[src/sri_pkg.sv]
// Purpose: shared constants and types for the byte-wide serial port block
// Assumes: 32-bit APB data, registers one word each at four times their index
// Notes:   field positions follow the control and control/status layouts
package sri_pkg;

	// register indices; byte address is four times the index
	localparam logic [7:0] IDX_DATA   = 8'h21;
	localparam logic [7:0] IDX_CTRL   = 8'h22;
	localparam logic [7:0] IDX_STATUS = 8'h23;
	localparam logic [9:0] ADDR_DATA   = {IDX_DATA, 2'b00};
	localparam logic [9:0] ADDR_CTRL   = {IDX_CTRL, 2'b00};
	localparam logic [9:0] ADDR_STATUS = {IDX_STATUS, 2'b00};

	localparam logic [7:0] CTRL_RESET   = 8'h00;
	localparam logic [7:0] STATUS_RESET = 8'h00;
	localparam logic [7:0] DATA_RESET   = 8'h00;

	// half periods of sck in pclk cycles, per rate code
	localparam logic [6:0] HALF_DIV4   = 7'h02;
	localparam logic [6:0] HALF_DIV8   = 7'h04;
	localparam logic [6:0] HALF_DIV16  = 7'h08;
	localparam logic [6:0] HALF_DIV32  = 7'h10;
	localparam logic [6:0] HALF_DIV64  = 7'h20;
	localparam logic [6:0] HALF_DIV128 = 7'h40;

	localparam logic [3:0] BITS_PER_BYTE = 4'h8;
	localparam logic [4:0] EDGES_PER_BYTE = 5'h10;

	typedef struct packed {
		logic       xfer_irq_enable;
		logic       port_pin_enable;
		logic       div2_disable;
		logic       controller_select;
		logic       clock_idle_level;
		logic       capture_phase;
		logic       rate_sel_hi;
		logic       rate_sel_lo;
	} sri_ctrl_type;

	typedef struct packed {
		logic       transfer_done_flag;
		logic       write_clash_flag;
		logic       overrun_flag;
		logic       mode_fault_flag;
		logic       reserved;
		logic       output_block;
		logic       select_source_soft;
		logic       select_level_soft;
	} sri_status_type;

	typedef enum logic [0:0] {
		SRI_IDLE = 1'b0,
		SRI_RUN  = 1'b1
	} sri_state_type;

endpackage

[src/sri_core.sv]
// Purpose: byte-wide synchronous serial port, controller or target, APB registers
// Assumes: pins synchronous to pclk; target sck at most pclk/4
// Notes:   pin output enables are active low
// Operation
// - interrupt enable raises interrupt while done, mode fault or overrun flag is set
// - port enable connects serial pin functions; cleared by reset
// - controller seeing select low sets mode fault, clears enable and controller bits
// - mode fault clears on status read with flag set, then control write
// - controller sck is pclk divided by 4 to 128; target ignores rate bits
// - controller select makes sck an output and swaps mosi and miso roles
// - idle level bit sets sck idle low or high in both modes
// - phase 0 captures on first sck edge, phase 1 on second
// - done flag sets at byte end; clears on status read then data access
// - data writes ignored while done flag set until status read
// - data write during transfer sets write clash; transfer continues
// - write clash never raises the interrupt
// - overrun sets when byte completes with done set; status read clears it
// - output block stops driving mosi as controller, miso as target
// - soft select source ignores the select pin and uses the soft level
// - soft select level 0 selects, 1 deselects
// - controller data write starts one byte exchange
// - received byte copied to read buffer at completion unless done flag still set; reads return buffer
// - data write loads the shift register directly
//
// The implementer's own choice: register access over APB.
`timescale 1ns/100ps
module sri_core
#(
	parameter int ADDR_W = 12
)
(
	input  wire logic              pclk,
	input  wire logic              presetn,
	input  wire logic              clk_en,
	input  wire logic              psel,
	input  wire logic              penable,
	input  wire logic              pwrite,
	input  wire logic [ADDR_W-1:0] paddr,
	input  wire logic [31:0]       pwdata,
	output logic [31:0]            prdata,
	output logic                   pready,
	output logic                   pslverr,
	output logic                   serial_irq,
	output logic                   pin_func_enable,
	output logic                   select_pin_free,
	input  wire logic              sck_in,
	output logic                   sck_out,
	output logic                   sck_oe_n,
	input  wire logic              mosi_in,
	output logic                   mosi_out,
	output logic                   mosi_oe_n,
	input  wire logic              miso_in,
	output logic                   miso_out,
	output logic                   miso_oe_n,
	input  wire logic              select_n_in
);

	// bits 9:0 are decoded, so the address bus must be at least 10 bits wide even though the registers sit below 0x090
	if (ADDR_W < 10)
	begin : g_addr_w_check
		$error("sri_core: ADDR_W must be at least 10");
	end

	sri_pkg::sri_ctrl_type   ctrl_q, ctrl_d;
	sri_pkg::sri_status_type stat_q, stat_d;
	sri_pkg::sri_state_type  state_q, state_d;
	logic [7:0]  shift_q, shift_d;
	logic [7:0]  rxbuf_q, rxbuf_d;
	logic        rxbit_q, rxbit_d;
	logic [3:0]  cnt_q, cnt_d;
	logic [4:0]  edges_q, edges_d;
	logic [6:0]  div_q, div_d;
	logic        sck_q, sck_d;
	logic        sck_prev_q;
	logic        stat_seen_q, stat_seen_d;
	logic        mode_fault_flag_seen_q, mode_fault_flag_seen_d;
	logic [31:0] prdata_q, prdata_d;
	logic        pready_q, pready_d;
	logic        pslverr_q, pslverr_d;
	logic        irq_q, irq_d;
	logic        sck_oe_n_q, mosi_oe_n_q, miso_oe_n_q;

	logic        access;
	logic        wr_data, wr_ctrl, wr_stat, rd_data, rd_stat;
	logic        mapped;
	logic        sel_low;
	logic        master;
	logic        busy;
	logic        edge_go;
	logic        edge_level;
	logic        serial_in;
	logic [6:0]  half;

	localparam sri_pkg::sri_state_type SRI_RUN_C  = sri_pkg::SRI_RUN;
	localparam sri_pkg::sri_state_type SRI_IDLE_C = sri_pkg::SRI_IDLE;

	// rate code {div2_disable, hi, lo}; unlisted codes fall back to the slowest
	function automatic logic [6:0] half_period(input logic [2:0] code);
		logic [6:0] h;
		h = sri_pkg::HALF_DIV128;
		unique case (code)
			3'b100: h = sri_pkg::HALF_DIV4;
			3'b000: h = sri_pkg::HALF_DIV8;
			3'b001: h = sri_pkg::HALF_DIV16;
			3'b110: h = sri_pkg::HALF_DIV32;
			3'b010: h = sri_pkg::HALF_DIV64;
			default: h = sri_pkg::HALF_DIV128;
		endcase
		return h;
	endfunction

	// side effects land only on the edge where pready is seen high
	assign access  = psel & penable & pready_q;
	assign mapped  = (paddr[9:0] == sri_pkg::ADDR_DATA) | (paddr[9:0] == sri_pkg::ADDR_CTRL)
		| (paddr[9:0] == sri_pkg::ADDR_STATUS);
	assign wr_data = access & pwrite & (paddr[9:0] == sri_pkg::ADDR_DATA);
	assign wr_ctrl = access & pwrite & (paddr[9:0] == sri_pkg::ADDR_CTRL);
	assign wr_stat = access & pwrite & (paddr[9:0] == sri_pkg::ADDR_STATUS);
	assign rd_data = access & ~pwrite & (paddr[9:0] == sri_pkg::ADDR_DATA);
	assign rd_stat = access & ~pwrite & (paddr[9:0] == sri_pkg::ADDR_STATUS);

	// soft select frees the pin; the select level then comes from the status bits
	assign sel_low   = stat_q.select_source_soft ? ~stat_q.select_level_soft : ~select_n_in;
	assign master    = ctrl_q.controller_select;
	assign serial_in = master ? miso_in : mosi_in;
	assign half      = half_period({ctrl_q.div2_disable, ctrl_q.rate_sel_hi,
		ctrl_q.rate_sel_lo});
	// a target counts as busy once the first bit of a byte has been taken under select
	assign busy      = (state_q == SRI_RUN_C) | (~master & sel_low & (cnt_q != 4'h0));

	// one sck edge this cycle, with the level that sck takes after it
	always_comb
	begin
		edge_go    = 1'b0;
		edge_level = sck_q;
		if (master && state_q == SRI_RUN_C && div_q == half - 7'h01)
		begin
			edge_go    = 1'b1;
			edge_level = ~sck_q;
		end
		else if (!master && ctrl_q.port_pin_enable && sel_low && sck_in != sck_prev_q)
		begin
			edge_go    = 1'b1;
			edge_level = sck_in;
		end
	end

	always_comb
	begin
		ctrl_d      = ctrl_q;
		stat_d      = stat_q;
		state_d     = state_q;
		shift_d     = shift_q;
		rxbuf_d     = rxbuf_q;
		rxbit_d     = rxbit_q;
		cnt_d       = cnt_q;
		edges_d     = edges_q;
		div_d       = div_q;
		sck_d       = sck_q;
		stat_seen_d = stat_seen_q;
		mode_fault_flag_seen_d = mode_fault_flag_seen_q;
		pready_d    = psel & penable & ~pready_q;
		pslverr_d   = 1'b0;
		prdata_d    = 32'h0000_0000;

		// register reads, taken while the access phase is being answered
		if (psel && penable && !pready_q)
		begin
			// unmapped offsets answer with an error and change nothing
			pslverr_d = ~mapped;
			if (!pwrite && paddr[9:0] == sri_pkg::ADDR_DATA)
				prdata_d = {24'h00_0000, rxbuf_q};
			else if (!pwrite && paddr[9:0] == sri_pkg::ADDR_CTRL)
				prdata_d = {24'h00_0000, ctrl_q};
			else if (!pwrite && paddr[9:0] == sri_pkg::ADDR_STATUS)
				// reserved bit always reads back as zero
				prdata_d = {24'h00_0000, stat_q[7:4], 1'b0, stat_q[2:0]};
		end

		// flag clears first so that a hardware set below wins in the same cycle
		if (rd_stat)
		begin
			stat_seen_d         = 1'b1;
			stat_d.overrun_flag = 1'b0;
			if (stat_q.mode_fault_flag)
				mode_fault_flag_seen_d = 1'b1;
		end
		if ((rd_data || wr_data) && stat_seen_q)
		begin
			stat_d.transfer_done_flag = 1'b0;
			stat_d.write_clash_flag   = 1'b0;
			stat_seen_d               = 1'b0;
		end

		if (wr_stat)
		begin
			// reserved bit is dropped; software is expected to write it zero
			stat_d.output_block       = pwdata[2];
			stat_d.select_source_soft = pwdata[1];
			stat_d.select_level_soft  = pwdata[0];
		end

		if (wr_ctrl)
		begin
			ctrl_d = pwdata[7:0];
			if (mode_fault_flag_seen_q)
			begin
				stat_d.mode_fault_flag = 1'b0;
				mode_fault_flag_seen_d            = 1'b0;
			end
			else if (stat_q.mode_fault_flag)
			begin
				// enable and controller stay off until the fault is cleared
				ctrl_d.port_pin_enable   = 1'b0;
				ctrl_d.controller_select = 1'b0;
			end
			// leaving enable or swapping mode drops a byte in flight
			if (!pwdata[6] || pwdata[4] != ctrl_q.controller_select)
			begin
				state_d = SRI_IDLE_C;
				cnt_d   = 4'h0;
				sck_d   = pwdata[3];
			end
			else if (state_q == SRI_IDLE_C)
				sck_d = pwdata[3];
		end

		// data write: blocked while done is pending, clash while busy
		if (wr_data && !(stat_q.transfer_done_flag && !stat_seen_q))
		begin
			if (busy)
				stat_d.write_clash_flag = 1'b1;
			else
			begin
				// no holding buffer: the byte goes straight to the shift register
				shift_d = pwdata[7:0];
				if (master && ctrl_q.port_pin_enable)
				begin
					state_d = SRI_RUN_C;
					div_d   = 7'h00;
					edges_d = 5'h00;
					cnt_d   = 4'h0;
					sck_d   = ctrl_q.clock_idle_level;
				end
			end
		end

		// divider restarts at every sck edge so both half periods are equal
		if (master && state_q == SRI_RUN_C)
			div_d = edge_go ? 7'h00 : div_q + 7'h01;

		if (edge_go)
		begin
			if (master)
			begin
				sck_d   = edge_level;
				edges_d = edges_q + 5'h01;
				// both sck edges are counted; the run stops after the last one
				if (edges_q == sri_pkg::EDGES_PER_BYTE - 5'h01)
					state_d = SRI_IDLE_C;
			end
			// capture edge is the one leaving idle when phase is 0
			if (edge_level == ~(ctrl_q.clock_idle_level ^ ctrl_q.capture_phase))
			begin
				rxbit_d = serial_in;
				if (cnt_q == sri_pkg::BITS_PER_BYTE - 4'h1)
				begin
					cnt_d   = 4'h0;
					shift_d = {shift_q[6:0], serial_in};
					// on overrun the buffer keeps the byte software has not fetched yet
					if (stat_q.transfer_done_flag)
						stat_d.overrun_flag = 1'b1;
					else
						rxbuf_d = {shift_q[6:0], serial_in};
					stat_d.transfer_done_flag = 1'b1;
				end
				else
					cnt_d = cnt_q + 4'h1;
			end
			else if (cnt_q != 4'h0)
				shift_d = {shift_q[6:0], rxbit_q};
		end

		// a deselected target forgets any partial byte
		if (!master && !sel_low)
			cnt_d = 4'h0;

		// the fault wins over a same-cycle control write, so the mode cannot be kept
		if (master && ctrl_q.port_pin_enable && sel_low)
		begin
			stat_d.mode_fault_flag   = 1'b1;
			ctrl_d.port_pin_enable   = 1'b0;
			ctrl_d.controller_select = 1'b0;
			state_d                  = SRI_IDLE_C;
			cnt_d                    = 4'h0;
			sck_d                    = ctrl_q.clock_idle_level;
		end

		// write clash deliberately left out of the interrupt
		irq_d = ctrl_q.xfer_irq_enable & (stat_q.transfer_done_flag
			| stat_q.mode_fault_flag | stat_q.overrun_flag);
	end

	// enables are taken from the next state so pins switch together with the mode bits
	always_ff @(posedge pclk or negedge presetn)
	begin
		if (!presetn)
		begin
			ctrl_q      <= sri_pkg::CTRL_RESET;
			stat_q      <= sri_pkg::STATUS_RESET;
			state_q     <= SRI_IDLE_C;
			shift_q     <= sri_pkg::DATA_RESET;
			rxbuf_q     <= sri_pkg::DATA_RESET;
			rxbit_q     <= 1'b0;
			cnt_q       <= 4'h0;
			edges_q     <= 5'h00;
			div_q       <= 7'h00;
			sck_q       <= 1'b0;
			sck_prev_q  <= 1'b0;
			stat_seen_q <= 1'b0;
			mode_fault_flag_seen_q <= 1'b0;
			prdata_q    <= 32'h0000_0000;
			pready_q    <= 1'b0;
			pslverr_q   <= 1'b0;
			irq_q       <= 1'b0;
			sck_oe_n_q  <= 1'b1;
			mosi_oe_n_q <= 1'b1;
			miso_oe_n_q <= 1'b1;
		end
		else if (clk_en)
		begin
			ctrl_q      <= ctrl_d;
			stat_q      <= stat_d;
			state_q     <= state_d;
			shift_q     <= shift_d;
			rxbuf_q     <= rxbuf_d;
			rxbit_q     <= rxbit_d;
			cnt_q       <= cnt_d;
			edges_q     <= edges_d;
			div_q       <= div_d;
			sck_q       <= sck_d;
			// the pin is tracked even while disabled, so enabling sees no false edge
			sck_prev_q  <= sck_in;
			stat_seen_q <= stat_seen_d;
			mode_fault_flag_seen_q <= mode_fault_flag_seen_d;
			prdata_q    <= prdata_d;
			pready_q    <= pready_d;
			pslverr_q   <= pslverr_d;
			irq_q       <= irq_d;
			sck_oe_n_q  <= ~(ctrl_d.port_pin_enable & ctrl_d.controller_select);
			mosi_oe_n_q <= ~(ctrl_d.port_pin_enable & ctrl_d.controller_select
				& ~stat_d.output_block);
			miso_oe_n_q <= ~(ctrl_d.port_pin_enable & ~ctrl_d.controller_select
				& ~stat_d.output_block & sel_low);
		end
	end

	assign prdata          = prdata_q;
	assign pready          = pready_q;
	assign pslverr         = pslverr_q;
	assign serial_irq      = irq_q;
	assign pin_func_enable = ctrl_q.port_pin_enable;
	assign select_pin_free = stat_q.select_source_soft;
	assign sck_out         = sck_q;
	assign sck_oe_n        = sck_oe_n_q;
	// mosi and miso share the shift msb; only the enables tell the two apart
	assign mosi_out        = shift_q[7];
	assign mosi_oe_n       = mosi_oe_n_q;
	assign miso_out        = shift_q[7];
	assign miso_oe_n       = miso_oe_n_q;

endmodule

[config.mk]
export PLATFORM = sky130hd
export DESIGN_NAME = sri_core
export DESIGN_NICKNAME = d
export VERILOG_FILES = /design/src/sri_pkg.sv /design/src/sri_core.sv
export SDC_FILE = /design/constraint.sdc
export NUM_CORES = 1
export LEC_CHECK = 0
export BUFFER_PORTS_ARGS = -buffer_cell sky130_fd_sc_hd__buf_2
export CORE_MARGIN = 2
export CORE_UTILIZATION = 40
export CTS_CLUSTER_DIAMETER = 200
export DETAILED_ROUTE_END_ITERATION = 10
export GPL_TIMING_DRIVEN = 0
export SLEW_MARGIN = 20
export SYNTH_ARGS = -nofsm -noshare
export SYNTH_HDL_FRONTEND = slang
export SYNTH_SLANG_ARGS = --single-unit
export TNS_END_PERCENT = 5
[constraint.sdc]
create_clock -name pclk -period 5.3 [get_ports pclk]
set_clock_uncertainty 0.05 [all_clocks]
set_input_delay 0.53 -clock pclk [delete_from_list [all_inputs] [get_ports pclk]]
set_output_delay 0.53 -clock pclk [all_outputs]
set_load 0.03 [all_outputs]
======== After elaboration in Yosys (flattened, before gate mapping) ========
Index checks and enable logic that the tools add are counted.
word-level totals
  flip-flop bits (word level) ............. 91
  input port bits ......................... 54
  output and inout port bits .............. 43
operators by class
  add/sub/neg operators ................... 4
  eq/ne operators ......................... 14
  muxes and demuxes ....................... 84
  bitwise operators ....................... 38
  reduce and logical (&&, ||, !) cells .... 39
operator list
  kind                                              number
  2-to-1 mux 8 bit                                  10
  2-to-1 mux 1 bit                                  50
  2-to-1 mux 7 bit                                  6
  2-to-1 mux 4 bit                                  10
  case mux 7 bit (5 select lines)                   1
  == test 10 x 8 -> 1 bit, second input constant    3
  2-to-1 mux 5 bit                                  5
  bitwise AND 1 bit                                 18
  logical AND 1 bit                                 16
  NOT 1 bit                                         14
  nonzero test 2 bit                                5
  adder 7 x 1 -> 7 bit, second input constant       1
  == test 7 bit                                     1
  logical NOT 1 bit                                 7
  subtractor 7 x 1 -> 7 bit, second input constant  1
  == test 3 bit, second input constant              2
  AND reduction 2 bit                               3
  AND reduction 3 bit                               2
  adder 5 x 1 -> 5 bit, second input constant       1
  == test 5 x 4 -> 1 bit, second input constant     1
  bitwise OR 1 bit                                  5
  AND reduction 5 bit                               1
  adder 4 x 1 -> 4 bit, second input constant       1
  == test 4 x 3 -> 1 bit, second input constant     1
  other kinds (12)                                  14

======== Longest topological paths before layout ========
  depth in word-level cells ............... 12
  mapped depth ............................ 10
  gate-level depth less buffers ........... 9

======== Worst setup path after synthesis ========
OpenSTA, ideal clock, no wires.
  path type ............................... register -> register
  from .................................... register ctrl_q[0] in the netlist's numbering
  to ...................................... register rxbuf_q[0]
  arrival time ............................ 2.693 ns
  data required time ...................... 5.125 ns
  path slack .............................. 2.432 ns
  stages on the path, launching flop included .. 10
  buffers on the path ..................... 2
  period minus slack after synthesis ...... 2.868 ns
  path through ............................ dfrtp_1 -> buf_6 -> or3_1 -> a2111o_1 -> or2_4 -> a221oi_4 -> o21ai_4 -> or3_1 -> buf_6 -> mux2_4
on the way
  cells in the longest elaborated chain, start to end .. 8
ends and longest elaborated chain
  what                                            RTL line         text
  from (decl)                                     sri_core.sv:64   sri_pkg::sri_ctrl_type ctrl_q, ctrl_d;
  from (signal assigned)                          sri_core.sv:309  ctrl_q <= sri_pkg::CTRL_RESET;
  from (signal assigned)                          sri_core.sv:332  ctrl_q <= ctrl_d;
  == test 3 x 2 -> 1 bit (tied with other cells)  sri_core.sv:101  unique case (code)
  case mux 7 bit (5 select lines) *               sri_core.sv:101
  subtractor 7 x 1 -> 7 bit *                     sri_core.sv:136  if (master && state_q == SRI_RUN_C && div_q == half - 7'h01)
  == test 7 bit *                                 sri_core.sv:136
  logical AND 1 bit *                             sri_core.sv:136
  2-to-1 mux 1 bit                                sri_core.sv:136
  == test 1 bit                                   sri_core.sv:263  if (edge_level == ~(ctrl_q.clock_idle_level ^ ctrl_q.capture_phase))
  AND reduction 5 bit (no line) *                 -
  to (signal assigned)                            sri_core.sv:313  rxbuf_q <= sri_pkg::DATA_RESET;
  to (signal assigned)                            sri_core.sv:336  rxbuf_q <= rxbuf_d;
  to (decl)                                       sri_core.sv:68   logic [7:0] rxbuf_q, rxbuf_d;
Every way passes the cells marked *; elsewhere a longest branch is shown, timed or not.
A chain may end at the register's enable or synchronous reset.

======== Worst setup path after layout ========
  from .................................... register cnt_q[0]
  to ...................................... register shift_q[4]
on the way
  cells in the longest elaborated chain, start to end .. 8
ends and longest elaborated chain
  what                                        RTL line                          text
  from (decl)                                 sri_core.sv:70                    logic [3:0] cnt_q, cnt_d;
  from (signal assigned)                      sri_core.sv:338                   cnt_q <= cnt_d;
  nonzero test 4 bit                          sri_core.sv:129, sri_core.sv:280
  bitwise AND 1 bit                           sri_core.sv:129                   assign busy = (state_q == SRI_RUN_C) | (~master & sel_low & (cnt_q != 4'h0));
  bitwise OR 1 bit                            sri_core.sv:129
  2-to-1 mux 8 bit                            sri_core.sv:231                   if (busy)
  2-to-1 mux 8 bit                            sri_core.sv:229                   if (wr_data && !(stat_q.transfer_done_flag && !stat_seen_q))
  2-to-1 mux 8 bit, on equally long branches  sri_core.sv:280, sri_core.sv:266
  2-to-1 mux 8 bit                            sri_core.sv:263
  2-to-1 mux 8 bit *                          sri_core.sv:252                   if (edge_go)
  to (signal assigned)                        sri_core.sv:312                   shift_q <= sri_pkg::DATA_RESET;
  to (signal assigned)                        sri_core.sv:335                   shift_q <= shift_d;
  to (decl)                                   sri_core.sv:67                    logic [7:0] shift_q, shift_d;
Marks and branches as above.

==> reports/results.ini <==
[grt]
grt_pass1_vias=3640
grt_overflow=0
grt_first_pass_wirelength_mm=18.9
antenna_found_initial=0
grt_start_max_net_pins=45
grt_usage_pct=21.4

[layout]
drive_gt1_share_pct=23.6
final_cells=670
final_common_cell=dfrtp_1
fillCellCount=1001
most-common-layout-cells=dfrtp_1 (64), buf_2 (44), nor2_1 (39)
layout.nets=588
area_growth_pct=17.1
antennaDiodeCount=0

[floorplan]
die_y_um=107
die_x_um=107
coreArea_um2=10300
io_pins=97
row_count=37
floorplan.die_area_um2=11400
start_util_pct=41.1

[clock_tree]
clock-sinks=67
cts-root-buf=clkbuf_8
h-tree-depth=3
clockBufferDepth=2
post-cts-setup-buffer-count=0
cts_buffers=9
clkTransAtPathRegs_ns=0.08
cts_hold_buffers=0
cts_tree=done
clk_latency_ns=0.35
cts_resized=0

[timing]
slew_viol_final=0
setup_viol=0
tns_ns=0
worstMarginPinSlew_ns=1.05
rsz0062_at_grt=false
relSlewSlack_pct=29.4
hold_slack_ns=0.0335
min_period_ns=3.16
fin_crit_sh_pct=59.7
final_hold_viol_count=0
fin_ws_ns=2.14
fmax_mhz=316

[pwr]
swShare_pct=28.2
p_comb_share_pct=12.9
vdd_drop_max_v=0.000128
power.density_nw_per_um2=229
p_int_uw=814
pwr-share-seq_pct=46.7
clkPwrFrac_pct=40.4
p_leak_uw=0.00227
power.switching_uw=320

[yosys]
synthTopCellsByArea=dfrtp_1 (38%), buf_4 (4.6%), mux2_2 (3.7%)
synth.cell_area_um2=4230
syn_inst=449
synth_top_area_share_pct=37.9
async_flop_share_pct=100
syn_area_per_cell_um2=9.42
ys_warn_count=0
synth_ff_type=dfrtp_1
ys_types=69
synth_edf_count=0
synth-seq-area-share_pct=39.7
ys_ff_latch=67
synth_top_cell_by_area=dfrtp_1

[critical_path]
worstSetupStartpointType=register
path_class=register to register
worstPathArrival_ns=3.37
crit_end=shift_q[4]
r2r_start=cnt_q[0]
rr_worst_depth=10
r2r-end=shift_q[4]
regToRegSetupSlack_ns=2.14
cp_max_fo=10
endpoint_kind=register
cp.required_ns=5.51
critPathLaunch=cnt_q[0]

[drt]
drc_errors=0
avgViaCountPerCell=5.64
drt-total-wl_mm=11.8
vias=3782
drtIter0Drc=238
wire_per_inst_um=17.7
dr.pass1.iters=4
detail-route-antenna-nets=0

[placed_design]
port_buffers=45
place_congestion=0.859
place_ws_ns=1.97
hpwl_mm=8.79
placed_cells=654

[min_path]
min_path_type=input pin to async pin

[run]
maxCapViolations=0

[outcome]
status=completed

==> state kept, by name, summed over array words and instances, names as in the netlist, 4 cells and up, named ones only <==
register / flops
edges_q: 4
cnt_q: 4
stat_q: 6
div_q: 7
shift_q: 8
prdata: 8
ctrl_q: 6
rxbuf_q: 8
==> per-stage QoR <==
stage / area (µm²) / util [%] / power [µW]
2_1_floorplan: 4320 / - / 635
3_3_place_gp: 4710 / 45.8 / 680
3_5_place_dp: 4740 / 46.1 / 685
4_1_cts: 4950 / 48.2 / 1140
5_1_grt: 4950 / 48.2 / 1180
6_report: 4950 / 48.2 / 1130
==> worst min-delay path by stage <==
stage | from | cells past startpoint | slack (ns) | to
floorplan | presetn | 0 | 0.18 | async pin
global placement | prdata[3] | 1 | 0.42 | prdata[3]
detailed placement | presetn | 1 | 0.42 | rxbuf_q[5]
CTS | presetn | 1 | 0.04 | rxbuf_q[5]
global route | presetn | 1 | 0.05 | rxbuf_q[5]
finish | presetn | 1 | 0.03 | rxbit_q
==> cell type report <==
type | count | area (µm²) | share of cell area, %
Multi-Input combinational cell | 344 | 2270 | 45.8
Sequential cell | 67 | 1680 | 33.9
Tap cell | 136 | 170 | 3.44
Timing Repair Buffer | 46 | 255 | 5.15
Clock buffer | 11 | 151 | 3.06
Clock inverter | 5 | 61.3 | 1.24
Inverter | 18 | 67.6 | 1.36
Buffer | 43 | 297 | 5.99
==> logic make-up (layout without fill, tap and decap cells) <==
kind of cell / count (synthesis) / in the layout / synth area share [%]
AOI/OAI and AO/OA: 134 / 134 / 23.1
xor gates and xnor gates: 10 / 10 / 2.07
adders and majority gates: 5 / 5 / 1.48
buffers and inverters: 61 / 123 / 8.61
DFF: 67 / 67 / 39.7
muxes: 30 / 30 / 8.46
other: 1 / 24 / 0.0887
and+or+nand+nor: 141 / 141 / 16.4
==> cell usage after synthesis (all sizes together), types with 4 or more instances <==
cell type and instances:
and3 5, mux2 22, mux2i 8, o21ai 27, buf 33, or3 4
a22o 11, nand2b 6, inv 18, nor2b 6, a21oi 21, a21o 4
dfrtp 64, o31ai 8, and2 6, o22ai 10, nor2 39, nor3 9
a221oi 4, nand4 7, ha 5, xor2 6, o2bb2ai 11, nand3 10
xnor2 4, clkbuf 10, nand2 37
==> metal layers <==
metal	track usage [%]	vias up	part of all wire, %
met5	0	-	0
met4	9.65	0	2.7
met3	3.83	25	7.8
met2	32.4	177	44
met1	29.9	1795	46
li1	-	1785	-
==> power by group through the flow <==
| stage | Sequential (µW) | Clock, µW | Combinational, µW |
|---|---|---|---|
| after CTS | 530 | 464 | 146 |
| after floorplan | 545 | 0 | 89.3 |
| after global routing | 532 | 493 | 159 |
| after detailed placement | 540 | 0 | 145 |
| after global placement | 540 | 0 | 141 |
| final | 530 | 458 | 146 |
==> worst max-delay path, stage by stage, from the launching register on <==
cell and delay [ns]:
dfrtp_1 0.42, inv_1 0.07, ha_1 0.16, nor3b_1 0.57
o31ai_1 0.17, nor3_1 0.38, clkbuf_1 0.53, mux2i_1 0.16
a21oi_1 0.21, nor2_1 0.06, o31ai_1 0.27
Note: power is estimated with default switching activity, not from simulation.
